<file path="src/rtl/tocmp_pkg.sv">
// constants for the timer compare-output control block
package tocmp_pkg;
   // register map, one aligned word each
   localparam logic [3:0] TOCMP_CTRL_ADDR = 4'h0;
   localparam logic [3:0] TOCMP_HIGH_ADDR = 4'h4;
   localparam logic [3:0] TOCMP_CMPA_ADDR = 4'h8;
   localparam logic [3:0] TOCMP_CMPB_ADDR = 4'hc;
   // control field layout
   localparam int TOCMP_MODE_A_HI = 7;
   localparam int TOCMP_MODE_A_LO = 6;
   localparam int TOCMP_MODE_B_HI = 5;
   localparam int TOCMP_MODE_B_LO = 4;
   localparam logic [7:0] TOCMP_CTRL_WMASK = 8'hf3;
   localparam logic [7:0] TOCMP_CTRL_RESET = 8'h00;
   // output mode encodings
   localparam logic [1:0] TOCMP_OM_OFF    = 2'h0;
   localparam logic [1:0] TOCMP_OM_TOGGLE = 2'h1;
   localparam logic [1:0] TOCMP_OM_CLEAR  = 2'h2;
   localparam logic [1:0] TOCMP_OM_SET    = 2'h3;
   // named waveform mode numbers, and the counter bottom value
   localparam logic [3:0] TOCMP_WM_NORMAL = 4'h0;
   localparam logic [3:0] TOCMP_WM_PFC_A  = 4'h9;
   localparam logic [3:0] TOCMP_WM_PC_A   = 4'hb;
   localparam logic [3:0] TOCMP_WM_RSVD   = 4'hd;
   localparam logic [3:0] TOCMP_WM_FAST_I = 4'he;
   localparam logic [3:0] TOCMP_WM_FAST_A = 4'hf;
   localparam logic [15:0] TOCMP_BOTTOM   = 16'h0000;
   // waveform family
   typedef enum logic [3:0] {
      TOCMP_FAM_NONPWM = 4'b0001,
      TOCMP_FAM_FAST   = 4'b0010,
      TOCMP_FAM_DUAL   = 4'b0100,
      TOCMP_FAM_RSVD   = 4'b1000
   } tocmp_family_type;
endpackage

</file>
<file path="src/rtl/tocmp_control.sv">
// compare-output and waveform-mode control with wishbone registers
// What this block does
// - a nonzero unit A mode field hands the unit A pin to the compare output, but 01 only in modes 0, 4, 9, 11, 12, 14 and 15.
// - a unit B mode field of 10 or 11, or 01 in modes 0, 4 and 12, hands the unit B pin to the compare output.
// - the two-bit mode field means different things per waveform family.
// - in non-PWM modes 00 disconnects, 01 toggles, 10 clears, 11 sets on match.
// - fast PWM with 01 toggles unit A only in modes 14 and 15, else disconnected.
// - fast PWM with 10 clears on match and sets at bottom.
// - fast PWM with 11 sets on match and clears at bottom.
// - fast PWM ignores a match at top when the upper mode bit is set.
// - dual-slope PWM with 01 toggles unit A only in modes 9 and 11.
// - dual-slope 10 clears on up match and sets on down match, 11 the reverse.
// - low and high mode bits together select the waveform mode.
// - mode 0 normal, 1-3 and 10-11 phase correct, 4 and 12 clear on match, 5-7 and
//           14-15 fast, 8-9 phase and frequency correct, 13 reserved.
// - dual-slope compare at bottom holds low, at top holds high, inverted opposite.
`timescale 1ns/10ps
`default_nettype none
module tocmp_control
   import tocmp_pkg::*;
(
   // clock and reset
   input  wire logic        mclk,
   input  wire logic        reset_n,
   // wishbone slave
   input  wire logic        wb_cyc_i,
   input  wire logic        wb_stb_i,
   input  wire logic        wb_we_i,
   input  wire logic [3:0]  wb_adr_i,
   input  wire logic [3:0]  wb_sel_i,
   input  wire logic [31:0] wb_dat_i,
   output logic      [31:0] wb_dat_o,
   output logic             wb_ack_o,
   // counter status from the timer core, same clock
   input  wire logic [15:0] count_value,
   input  wire logic [15:0] top_value,
   input  wire logic        count_tick,
   input  wire logic        count_down,
   // port pins
   input  wire logic [1:0]  port_data,
   input  wire logic [1:0]  port_direction,
   output logic             unit_a_compare_pin,
   output logic             unit_a_compare_pin_oe,
   output logic             unit_b_compare_pin,
   output logic             unit_b_compare_pin_oe
);
   import tocmp_pkg::*;

   logic [7:0]  timer_output_mode_control_reg;
   logic [1:0]  waveform_mode_high_bits_reg;
   logic [15:0] unit_a_compare_value_reg;
   logic [15:0] unit_b_compare_value_reg;
   logic [1:0]  wave_reg;
   logic [3:0]  waveform_mode_select;
   logic [1:0]  unit_a_output_mode;
   logic [1:0]  unit_b_output_mode;
   tocmp_family_type family;
   logic        bus_req;
   logic [1:0]  wave_next;
   logic        unit_a_toggle_ok;
   logic        unit_a_connected;
   logic        unit_b_connected;

   // a unit owns its pin whenever its mode field is nonzero, except 01 in a PWM or reserved mode without toggle
   function automatic logic pin_connected(input logic [1:0] om,
                                          input tocmp_family_type fam,
                                          input logic toggle_ok);
      pin_connected = (om != TOCMP_OM_OFF) &&
                      !((fam != TOCMP_FAM_NONPWM) && (om == TOCMP_OM_TOGGLE) && !toggle_ok);
   endfunction

   // decode waveform number into a family
   function automatic tocmp_family_type wm_family(input logic [3:0] wm);
      case (wm)
         4'h0, 4'h4, 4'hc: wm_family = TOCMP_FAM_NONPWM;
         4'h5, 4'h6, 4'h7, 4'he, 4'hf: wm_family = TOCMP_FAM_FAST;
         4'h1, 4'h2, 4'h3, 4'h8, 4'h9, 4'ha, 4'hb: wm_family = TOCMP_FAM_DUAL;
         default: wm_family = TOCMP_FAM_RSVD;
      endcase
   endfunction

   // one compare unit's next level
   function automatic logic unit_next(input logic cur, input logic [1:0] om,
                                      input tocmp_family_type fam, input logic [15:0] cmp,
                                      input logic [15:0] cnt, input logic [15:0] top,
                                      input logic down, input logic toggle_ok);
      logic match;
      match = (cmp == cnt);
      unit_next = cur;
      case (fam)
         TOCMP_FAM_NONPWM: begin
            if (match) begin
               case (om)
                  TOCMP_OM_TOGGLE: unit_next = ~cur;
                  TOCMP_OM_CLEAR:  unit_next = 1'b0;
                  TOCMP_OM_SET:    unit_next = 1'b1;
                  default:         unit_next = cur;
               endcase
            end
         end
         TOCMP_FAM_FAST: begin
            if (om == TOCMP_OM_TOGGLE) begin
               if (match && toggle_ok)
                  unit_next = ~cur;
            end else if (om[1]) begin
               if (cnt == TOCMP_BOTTOM)
                  unit_next = ~om[0];
               else if (match && cmp != top)
                  unit_next = om[0];
            end
         end
         TOCMP_FAM_DUAL: begin
            if (om == TOCMP_OM_TOGGLE) begin
               if (match && toggle_ok)
                  unit_next = ~cur;
            end else if (om[1]) begin
               if (cmp == TOCMP_BOTTOM)
                  unit_next = om[0];
               else if (cmp == top)
                  unit_next = ~om[0];
               else if (match)
                  unit_next = down ^ om[0];
            end
         end
         default: unit_next = cur;
      endcase
   endfunction

   // combine mode bits and split fields
   assign waveform_mode_select = {waveform_mode_high_bits_reg,
                                  timer_output_mode_control_reg[1:0]};
   assign family = wm_family(waveform_mode_select);
   assign unit_a_output_mode =
      timer_output_mode_control_reg[TOCMP_MODE_A_HI:TOCMP_MODE_A_LO];
   assign unit_b_output_mode =
      timer_output_mode_control_reg[TOCMP_MODE_B_HI:TOCMP_MODE_B_LO];
   assign bus_req = wb_cyc_i & wb_stb_i & ~wb_ack_o;

   // pwm toggle is only offered to unit A, and only in the modes that use it as top
   assign unit_a_toggle_ok = (waveform_mode_select == TOCMP_WM_FAST_I) ||
                             (waveform_mode_select == TOCMP_WM_FAST_A) ||
                             (waveform_mode_select == TOCMP_WM_PFC_A) ||
                             (waveform_mode_select == TOCMP_WM_PC_A);
   assign unit_a_connected = pin_connected(unit_a_output_mode, family,
                                           unit_a_toggle_ok);
   assign unit_b_connected = pin_connected(unit_b_output_mode, family,
                                           1'b0);

   // register writes, byte lanes 0 and 1 only
   always_ff @(posedge mclk) begin
      if (!reset_n) begin
         timer_output_mode_control_reg <= TOCMP_CTRL_RESET;
         waveform_mode_high_bits_reg   <= 2'h0;
         unit_a_compare_value_reg      <= 16'h0000;
         unit_b_compare_value_reg      <= 16'h0000;
      end else if (bus_req && wb_we_i) begin
         case (wb_adr_i)
            TOCMP_CTRL_ADDR: begin
               if (wb_sel_i[0])
                  timer_output_mode_control_reg <= wb_dat_i[7:0] & TOCMP_CTRL_WMASK;
            end
            TOCMP_HIGH_ADDR: begin
               if (wb_sel_i[0])
                  waveform_mode_high_bits_reg <= wb_dat_i[1:0];
            end
            TOCMP_CMPA_ADDR: begin
               if (wb_sel_i[0]) unit_a_compare_value_reg[7:0]  <= wb_dat_i[7:0];
               if (wb_sel_i[1]) unit_a_compare_value_reg[15:8] <= wb_dat_i[15:8];
            end
            TOCMP_CMPB_ADDR: begin
               if (wb_sel_i[0]) unit_b_compare_value_reg[7:0]  <= wb_dat_i[7:0];
               if (wb_sel_i[1]) unit_b_compare_value_reg[15:8] <= wb_dat_i[15:8];
            end
            default: ;
         endcase
      end
   end

   // bus answer, one cycle after the request
   always_ff @(posedge mclk) begin
      if (!reset_n) begin
         wb_ack_o <= 1'b0;
         wb_dat_o <= 32'h0000_0000;
      end else begin
         wb_ack_o <= bus_req;
         if (bus_req && !wb_we_i) begin
            case (wb_adr_i)
               TOCMP_CTRL_ADDR: wb_dat_o <= {24'h00_0000, timer_output_mode_control_reg};
               TOCMP_HIGH_ADDR: wb_dat_o <= {30'h0, waveform_mode_high_bits_reg};
               TOCMP_CMPA_ADDR: wb_dat_o <= {16'h0000, unit_a_compare_value_reg};
               TOCMP_CMPB_ADDR: wb_dat_o <= {16'h0000, unit_b_compare_value_reg};
               default:         wb_dat_o <= 32'h0000_0000;
            endcase
         end
      end
   end

   // waveform levels of both units
   always_comb begin
      wave_next = wave_reg;
      if (count_tick) begin
         wave_next[0] = unit_next(wave_reg[0], unit_a_output_mode, family,
                                  unit_a_compare_value_reg, count_value, top_value,
                                  count_down, unit_a_toggle_ok);
         wave_next[1] = unit_next(wave_reg[1], unit_b_output_mode, family,
                                  unit_b_compare_value_reg, count_value, top_value,
                                  count_down, 1'b0);
      end
   end

   always_ff @(posedge mclk) begin
      if (!reset_n)
         wave_reg <= 2'h0;
      else
         wave_reg <= wave_next;
   end

   // pin override and driver enable
   always_ff @(posedge mclk) begin
      if (!reset_n) begin
         unit_a_compare_pin    <= 1'b0;
         unit_b_compare_pin    <= 1'b0;
         unit_a_compare_pin_oe <= 1'b0;
         unit_b_compare_pin_oe <= 1'b0;
      end else begin
         unit_a_compare_pin <= unit_a_connected ? wave_next[0] : port_data[0];
         unit_b_compare_pin <= unit_b_connected ? wave_next[1] : port_data[1];
         unit_a_compare_pin_oe <= port_direction[0];
         unit_b_compare_pin_oe <= port_direction[1];
      end
   end

   // checks
   property p_ctrl_reserved;
      @(posedge mclk) disable iff (!reset_n)
      timer_output_mode_control_reg[3:2] == 2'h0;
   endproperty
   a_ctrl_reserved: assert property (p_ctrl_reserved)
      else $error("reserved control bits set");

   property p_pin_a_override;
      @(posedge mclk) disable iff (!reset_n)
      unit_a_connected |=> unit_a_compare_pin == wave_reg[0];
   endproperty
   a_pin_a_override: assert property (p_pin_a_override)
      else $error("unit A pin not from compare output");

   property p_pin_b_port;
      @(posedge mclk) disable iff (!reset_n)
      (unit_b_output_mode == TOCMP_OM_OFF) |=> unit_b_compare_pin == $past(port_data[1]);
   endproperty
   a_pin_b_port: assert property (p_pin_b_port)
      else $error("unit B pin not from port");

   property p_oe_dir;
      @(posedge mclk) disable iff (!reset_n)
      1'b1 |=> unit_a_compare_pin_oe == $past(port_direction[0]);
   endproperty
   a_oe_dir: assert property (p_oe_dir)
      else $error("driver enable ignores direction");

   property p_nonpwm_set;
      @(posedge mclk) disable iff (!reset_n)
      (count_tick && family == TOCMP_FAM_NONPWM && unit_a_output_mode == TOCMP_OM_SET &&
       unit_a_compare_value_reg == count_value) |=> wave_reg[0];
   endproperty
   a_nonpwm_set: assert property (p_nonpwm_set)
      else $error("set on match missed");

   property p_fast_bottom;
      @(posedge mclk) disable iff (!reset_n)
      (count_tick && family == TOCMP_FAM_FAST && unit_a_output_mode == TOCMP_OM_CLEAR &&
       count_value == TOCMP_BOTTOM) |=> wave_reg[0];
   endproperty
   a_fast_bottom: assert property (p_fast_bottom)
      else $error("fast non-inverted not set at bottom");

   property p_b_no_toggle;
      @(posedge mclk) disable iff (!reset_n)
      (family != TOCMP_FAM_NONPWM && unit_b_output_mode == TOCMP_OM_TOGGLE)
      |=> $stable(wave_reg[1]);
   endproperty
   a_b_no_toggle: assert property (p_b_no_toggle)
      else $error("unit B toggled in PWM");

   property p_dual_up_clear;
      @(posedge mclk) disable iff (!reset_n)
      (count_tick && family == TOCMP_FAM_DUAL && unit_a_output_mode == TOCMP_OM_CLEAR &&
       !count_down && unit_a_compare_value_reg == count_value &&
       count_value != top_value && count_value != TOCMP_BOTTOM) |=> !wave_reg[0];
   endproperty
   a_dual_up_clear: assert property (p_dual_up_clear)
      else $error("dual-slope up match did not clear");

   property p_rsvd_hold;
      @(posedge mclk) disable iff (!reset_n)
      (waveform_mode_select == TOCMP_WM_RSVD) |=> $stable(wave_reg);
   endproperty
   a_rsvd_hold: assert property (p_rsvd_hold)
      else $error("reserved mode changed output");

   // unit B driver enable follows its direction bit
   property p_oe_dir_b;
      @(posedge mclk) disable iff (!reset_n)
      1'b1 |=> unit_b_compare_pin_oe == $past(port_direction[1]);
   endproperty
   a_oe_dir_b: assert property (p_oe_dir_b)
      else $error("unit B driver enable ignores direction");

   // fast inverted output sets on an ordinary match
   property p_fast_set_match;
      @(posedge mclk) disable iff (!reset_n)
      (count_tick && family == TOCMP_FAM_FAST && unit_a_output_mode == TOCMP_OM_SET &&
       unit_a_compare_value_reg == count_value && count_value != top_value &&
       count_value != TOCMP_BOTTOM) |=> wave_reg[0];
   endproperty
   a_fast_set_match: assert property (p_fast_set_match)
      else $error("fast inverted not set on match");

   // fast match at top is ignored when the upper mode bit is set
   property p_fast_top_ignored;
      @(posedge mclk) disable iff (!reset_n)
      (count_tick && family == TOCMP_FAM_FAST && unit_a_output_mode[1] &&
       unit_a_compare_value_reg == top_value && count_value == top_value &&
       count_value != TOCMP_BOTTOM) |=> $stable(wave_reg[0]);
   endproperty
   a_fast_top_ignored: assert property (p_fast_top_ignored)
      else $error("fast match at top changed output");

   // fast toggle outside modes 14 and 15 leaves unit A on its port
   property p_fast_a_disc;
      @(posedge mclk) disable iff (!reset_n)
      (family == TOCMP_FAM_FAST && unit_a_output_mode == TOCMP_OM_TOGGLE &&
       !unit_a_toggle_ok) |=> unit_a_compare_pin == $past(port_data[0]);
   endproperty
   a_fast_a_disc: assert property (p_fast_a_disc)
      else $error("unit A not on port in fast toggle");

   // dual-slope toggle never connects unit B
   property p_dual_b_port;
      @(posedge mclk) disable iff (!reset_n)
      (family == TOCMP_FAM_DUAL && unit_b_output_mode == TOCMP_OM_TOGGLE)
      |=> unit_b_compare_pin == $past(port_data[1]);
   endproperty
   a_dual_b_port: assert property (p_dual_b_port)
      else $error("unit B not on port in dual toggle");

   // dual-slope non-inverted down match sets the output
   property p_dual_down_set;
      @(posedge mclk) disable iff (!reset_n)
      (count_tick && family == TOCMP_FAM_DUAL && unit_a_output_mode == TOCMP_OM_CLEAR &&
       count_down && unit_a_compare_value_reg == count_value &&
       count_value != top_value && count_value != TOCMP_BOTTOM) |=> wave_reg[0];
   endproperty
   a_dual_down_set: assert property (p_dual_down_set)
      else $error("dual-slope down match did not set");

   // dual-slope compare at bottom holds a non-inverted output low
   property p_dual_bottom_low;
      @(posedge mclk) disable iff (!reset_n)
      (count_tick && family == TOCMP_FAM_DUAL && unit_a_output_mode == TOCMP_OM_CLEAR &&
       unit_a_compare_value_reg == TOCMP_BOTTOM) |=> !wave_reg[0];
   endproperty
   a_dual_bottom_low: assert property (p_dual_bottom_low)
      else $error("dual-slope compare at bottom not low");
endmodule
`default_nettype wire

</file>
<file path="config.mk">
export PLATFORM = sky130hd
export DESIGN_NAME = tocmp_control
export DESIGN_NICKNAME = d
export VERILOG_FILES = /design/src/rtl/tocmp_pkg.sv /design/src/rtl/tocmp_control.sv
export SDC_FILE = /design/constraint.sdc
export NUM_CORES = 1
export LEC_CHECK = 0
export BUFFER_PORTS_ARGS = -buffer_cell sky130_fd_sc_hd__buf_2
export CAP_MARGIN = 20
export CORE_AREA = 5 5 182 96
export DETAILED_ROUTE_END_ITERATION = 12
export DIE_AREA = 0 0 187 101
export PLACE_DENSITY = 0.41
export SLEW_MARGIN = 40
export SYNTH_ARGS = -nofsm -noshare
export SYNTH_HDL_FRONTEND = slang
export SYNTH_SLANG_ARGS = --single-unit
</file>
<file path="constraint.sdc">
create_clock -name mclk -period 5.64 [get_ports mclk]
set_input_delay 0 -clock mclk [delete_from_list [all_inputs] [get_ports mclk]]
set_output_delay 0 -clock mclk [all_outputs]
set_load 0.005 [all_outputs]
</file>
==> summary.md <==
| Metric | Value |
|---|---|
| Cell taking the most area after synthesis | dfxtp_1 |
| Initial core utilization | 0.242 |
| EDFF count, synth | 0 |
| Setup Viol. Count Final | 0 |
| Dpl cells | 759 |
| Clk_skew | 0.00898 ns |
| Total core area | 0.0159 sq mm |
| Synth area leaders | dfxtp_1 (33%), xnor2_1 (7.3%), xor2_1 (7.3%) |
| Crit. End Element | flop |
| Top Family by Delay on Critical Path | simple AND/OR/NAND/NOR gates |
| Largest net degree at the start of global routing | 61 |
| # DRC | 0 |
| Synth Cell Area | 0.00383 sq mm |
| Ports | 120 |
| Worst vdd ir | 0.111 mV |
| Avg Vias per Cell | 4.96 |
| Main flop type after synthesis | dfxtp_1 |
| Hold WS | 0.157 ns |
| Die Y-Extent | 101 um |
| Routed len/inst | 18.9 um |
| Antenna diode count | 0 |
| Final period util | 0.438 |
| Total negative setup slack | 0 ns |
| Total CTS buffers | 9 |
| CP Depth | 7 |
| RSZ-0062 raised after global routing | no |
| Post-CTS setup buffer count | 0 |
| RR Endpoint | unit_a_compare_pin |
| Placer Congestion | 0.865 |
| Pwr Density | 248 mW/mm^2 |
| P&R area growth vs syn | 30.9% |
| Share of layout cells above drive strength 1 | 0.197 |
| CP max FO | 8 |
| TritonCTS Sinks | 63 |
| Top-area cell type share of the netlist area | 0.329 |
| Clock slew at reported path FFs | 0.07 ns |
| Detailed Place HPWL | 11.6 mm |
| Die ar. | 0.0189 sq mm |
| Slew Viols, Final | 0 |
| Post-synth top cells | dfxtp_1 (63), nor2_1 (57), a21oi_1 (49) |
| Fmax | 405 MHz |
| Tightest Pin Transition | 0.759 ns |
| Total power | 1.24 mW |
| First-pass DRT Iterations | 5 |
| Antenna violations before repair | 0 |
| CTS tree | built |
| CP Launch Point | unit_a_compare_value_reg[2] |
| Max stage delay on crit path | 0.57 ns |
| Lkg Pwr | 2.03 nW |
| Drt total wl | 15.1 mm |
| Number of global-route vias before repair | 3859 |
| Layout net count | 668 |
| Cell count after synthesis | 487 |
| Seq/Total Area, Yosys | 0.329 |
| Worst skew pair latency | 0.35 ns |
| Max-cap violations | 0 |
| Antenna-violating nets left | 0 |
| IO buf count | 85 |
| Global route overflow | 0 |
| Slowest-stage cell, CP | or4_1 |
| Die W | 187 um |
| Yosys cell types | 48 |
| Startpoint types | flop |
| Min cycle time layout | 2.47 ns |
| R2R depth | 7 |
| Slew margin rel. | 0.492 |
| # rows | 33 |
| Data arrival time of the critical path | 2.74 ns |
| Buf/Inv on CP | 0 |
| Worst-path cell chain | xor2_1, nor4_2, nand4_2, or4_1, a32oi_1, a211oi_1, a211oi_2 |
| H-tree depth | 3 |
| Hold Crit Class | input pin to flop |
| CTS Hold Buffers Added | 25 |
| Global-route wire length before repair | 23.3 mm |
| Syn_area_per_cell | 7.86 sq um |
| WP data required | 5.91 ns |
| FF-to-FF Start | unit_a_compare_value_reg[2] |
| Non-Filler Instances | 800 |
| Via total after detailed routing | 3966 |
| Outcome | finished, final reports clean |
| Asr flop ratio synth | 0 |
| Endpoints failing hold | 0 |
| Most numerous cell in the Yosys netlist | dfxtp_1 |
| Post-Route Utilization | 0.316 |
| Yosys Warn Count | 0 |
| First DRT Iteration DRCs | 412 |
| R2R Setup Slk | 3.17 ns |
| Critical path class | flop to flop |
| Register bit total from synthesis | 63 |
| Clock Tree Buf Depth | 2 |
| Setup crit end | unit_a_compare_pin |
| Post_cts resized | 0 |
| GRT Resource Usage Total | 0.162 |
| Root Driver | clkbuf_16 |
per-layer routing:
layer	vias to the layer above	track usage	wire (um)
met5	-	0	0
met4	0	0.0307	108
met1	1895	0.261	8300
met3	10	0.0543	1370
met2	161	0.201	5340
li1	1900	-	-
logic make-up after synthesis:
logic type	after synthesis	share of synthesized area
compound gates	101	0.159
mux	20	0.0526
other cells	1	0.000979
simple gates	190	0.248
flops	63	0.329
buf+inv	48	0.0631
xor+xnor	64	0.146
report_power, final:
group	leakage, nW	switching [mW]	total, mW	internal [mW]
logic	1.35	0.0646	0.114	0.0499
registers	0.508	0.00222	0.449	0.447
clock network	0.172	0.242	0.681	0.438
tightest hold or removal path: stages:
cell and delay (ns):
buf_2 0.15, nand3_1 0.14, mux2i_1 0.09, nor2_1 0.08
cell usage in the layout (no fill, tap or decap), drive strengths merged, types with 4 or more instances in the layout:
cell type / instances
xnor2: 32
nor3: 5
a22oi: 15
dfxtp: 63
conb: 16
and2: 4
buf: 89
nand3: 25
nand4: 18
o21ai: 13
nor2: 57
clkbuf: 9
nand2: 43
o211ai: 4
nor4: 24
inv: 7
xor2: 32
mux2i: 19
a21oi: 49
dlygate4sd3: 25
a31oi: 5
cell type report:
class | count | area [sq um]
Sequential cell | 63 | 1260
Fill cell | 1735 | 10800
Clock inverter | 7 | 128
Clock buffer | 9 | 225
Inverter | 6 | 22.5
Tap cell | 210 | 263
Timing Repair Buffer | 114 | 706
Multi-Input combinational cell | 391 | 2410
worst min-delay path by stage:
stage,slack [ns],startpoint,cells after the start,end
finish,0.16,wb_adr_i[2],4,waveform_mode_high_bits_reg[0]
floorplan,0.11,reset_n,1,wave_reg[1]
global placement,0.22,port_direction[1],2,unit_b_compare_pin_oe
CTS,0.14,wb_adr_i[2],4,waveform_mode_high_bits_reg[1]
detailed placement,0.22,port_direction[1],2,unit_b_compare_pin_oe
global route,0.19,count_tick,4,wave_reg[1]
stage by stage:
stage	instance area, sq um	setup slack, ns
global route	5010	2.99
global placement	4410	3.19
floorplan	3890	3.62
finish	5010	3.17
detailed placement	4410	3.20
CTS	5010	3.19
(Power assumes the default switching activity.)
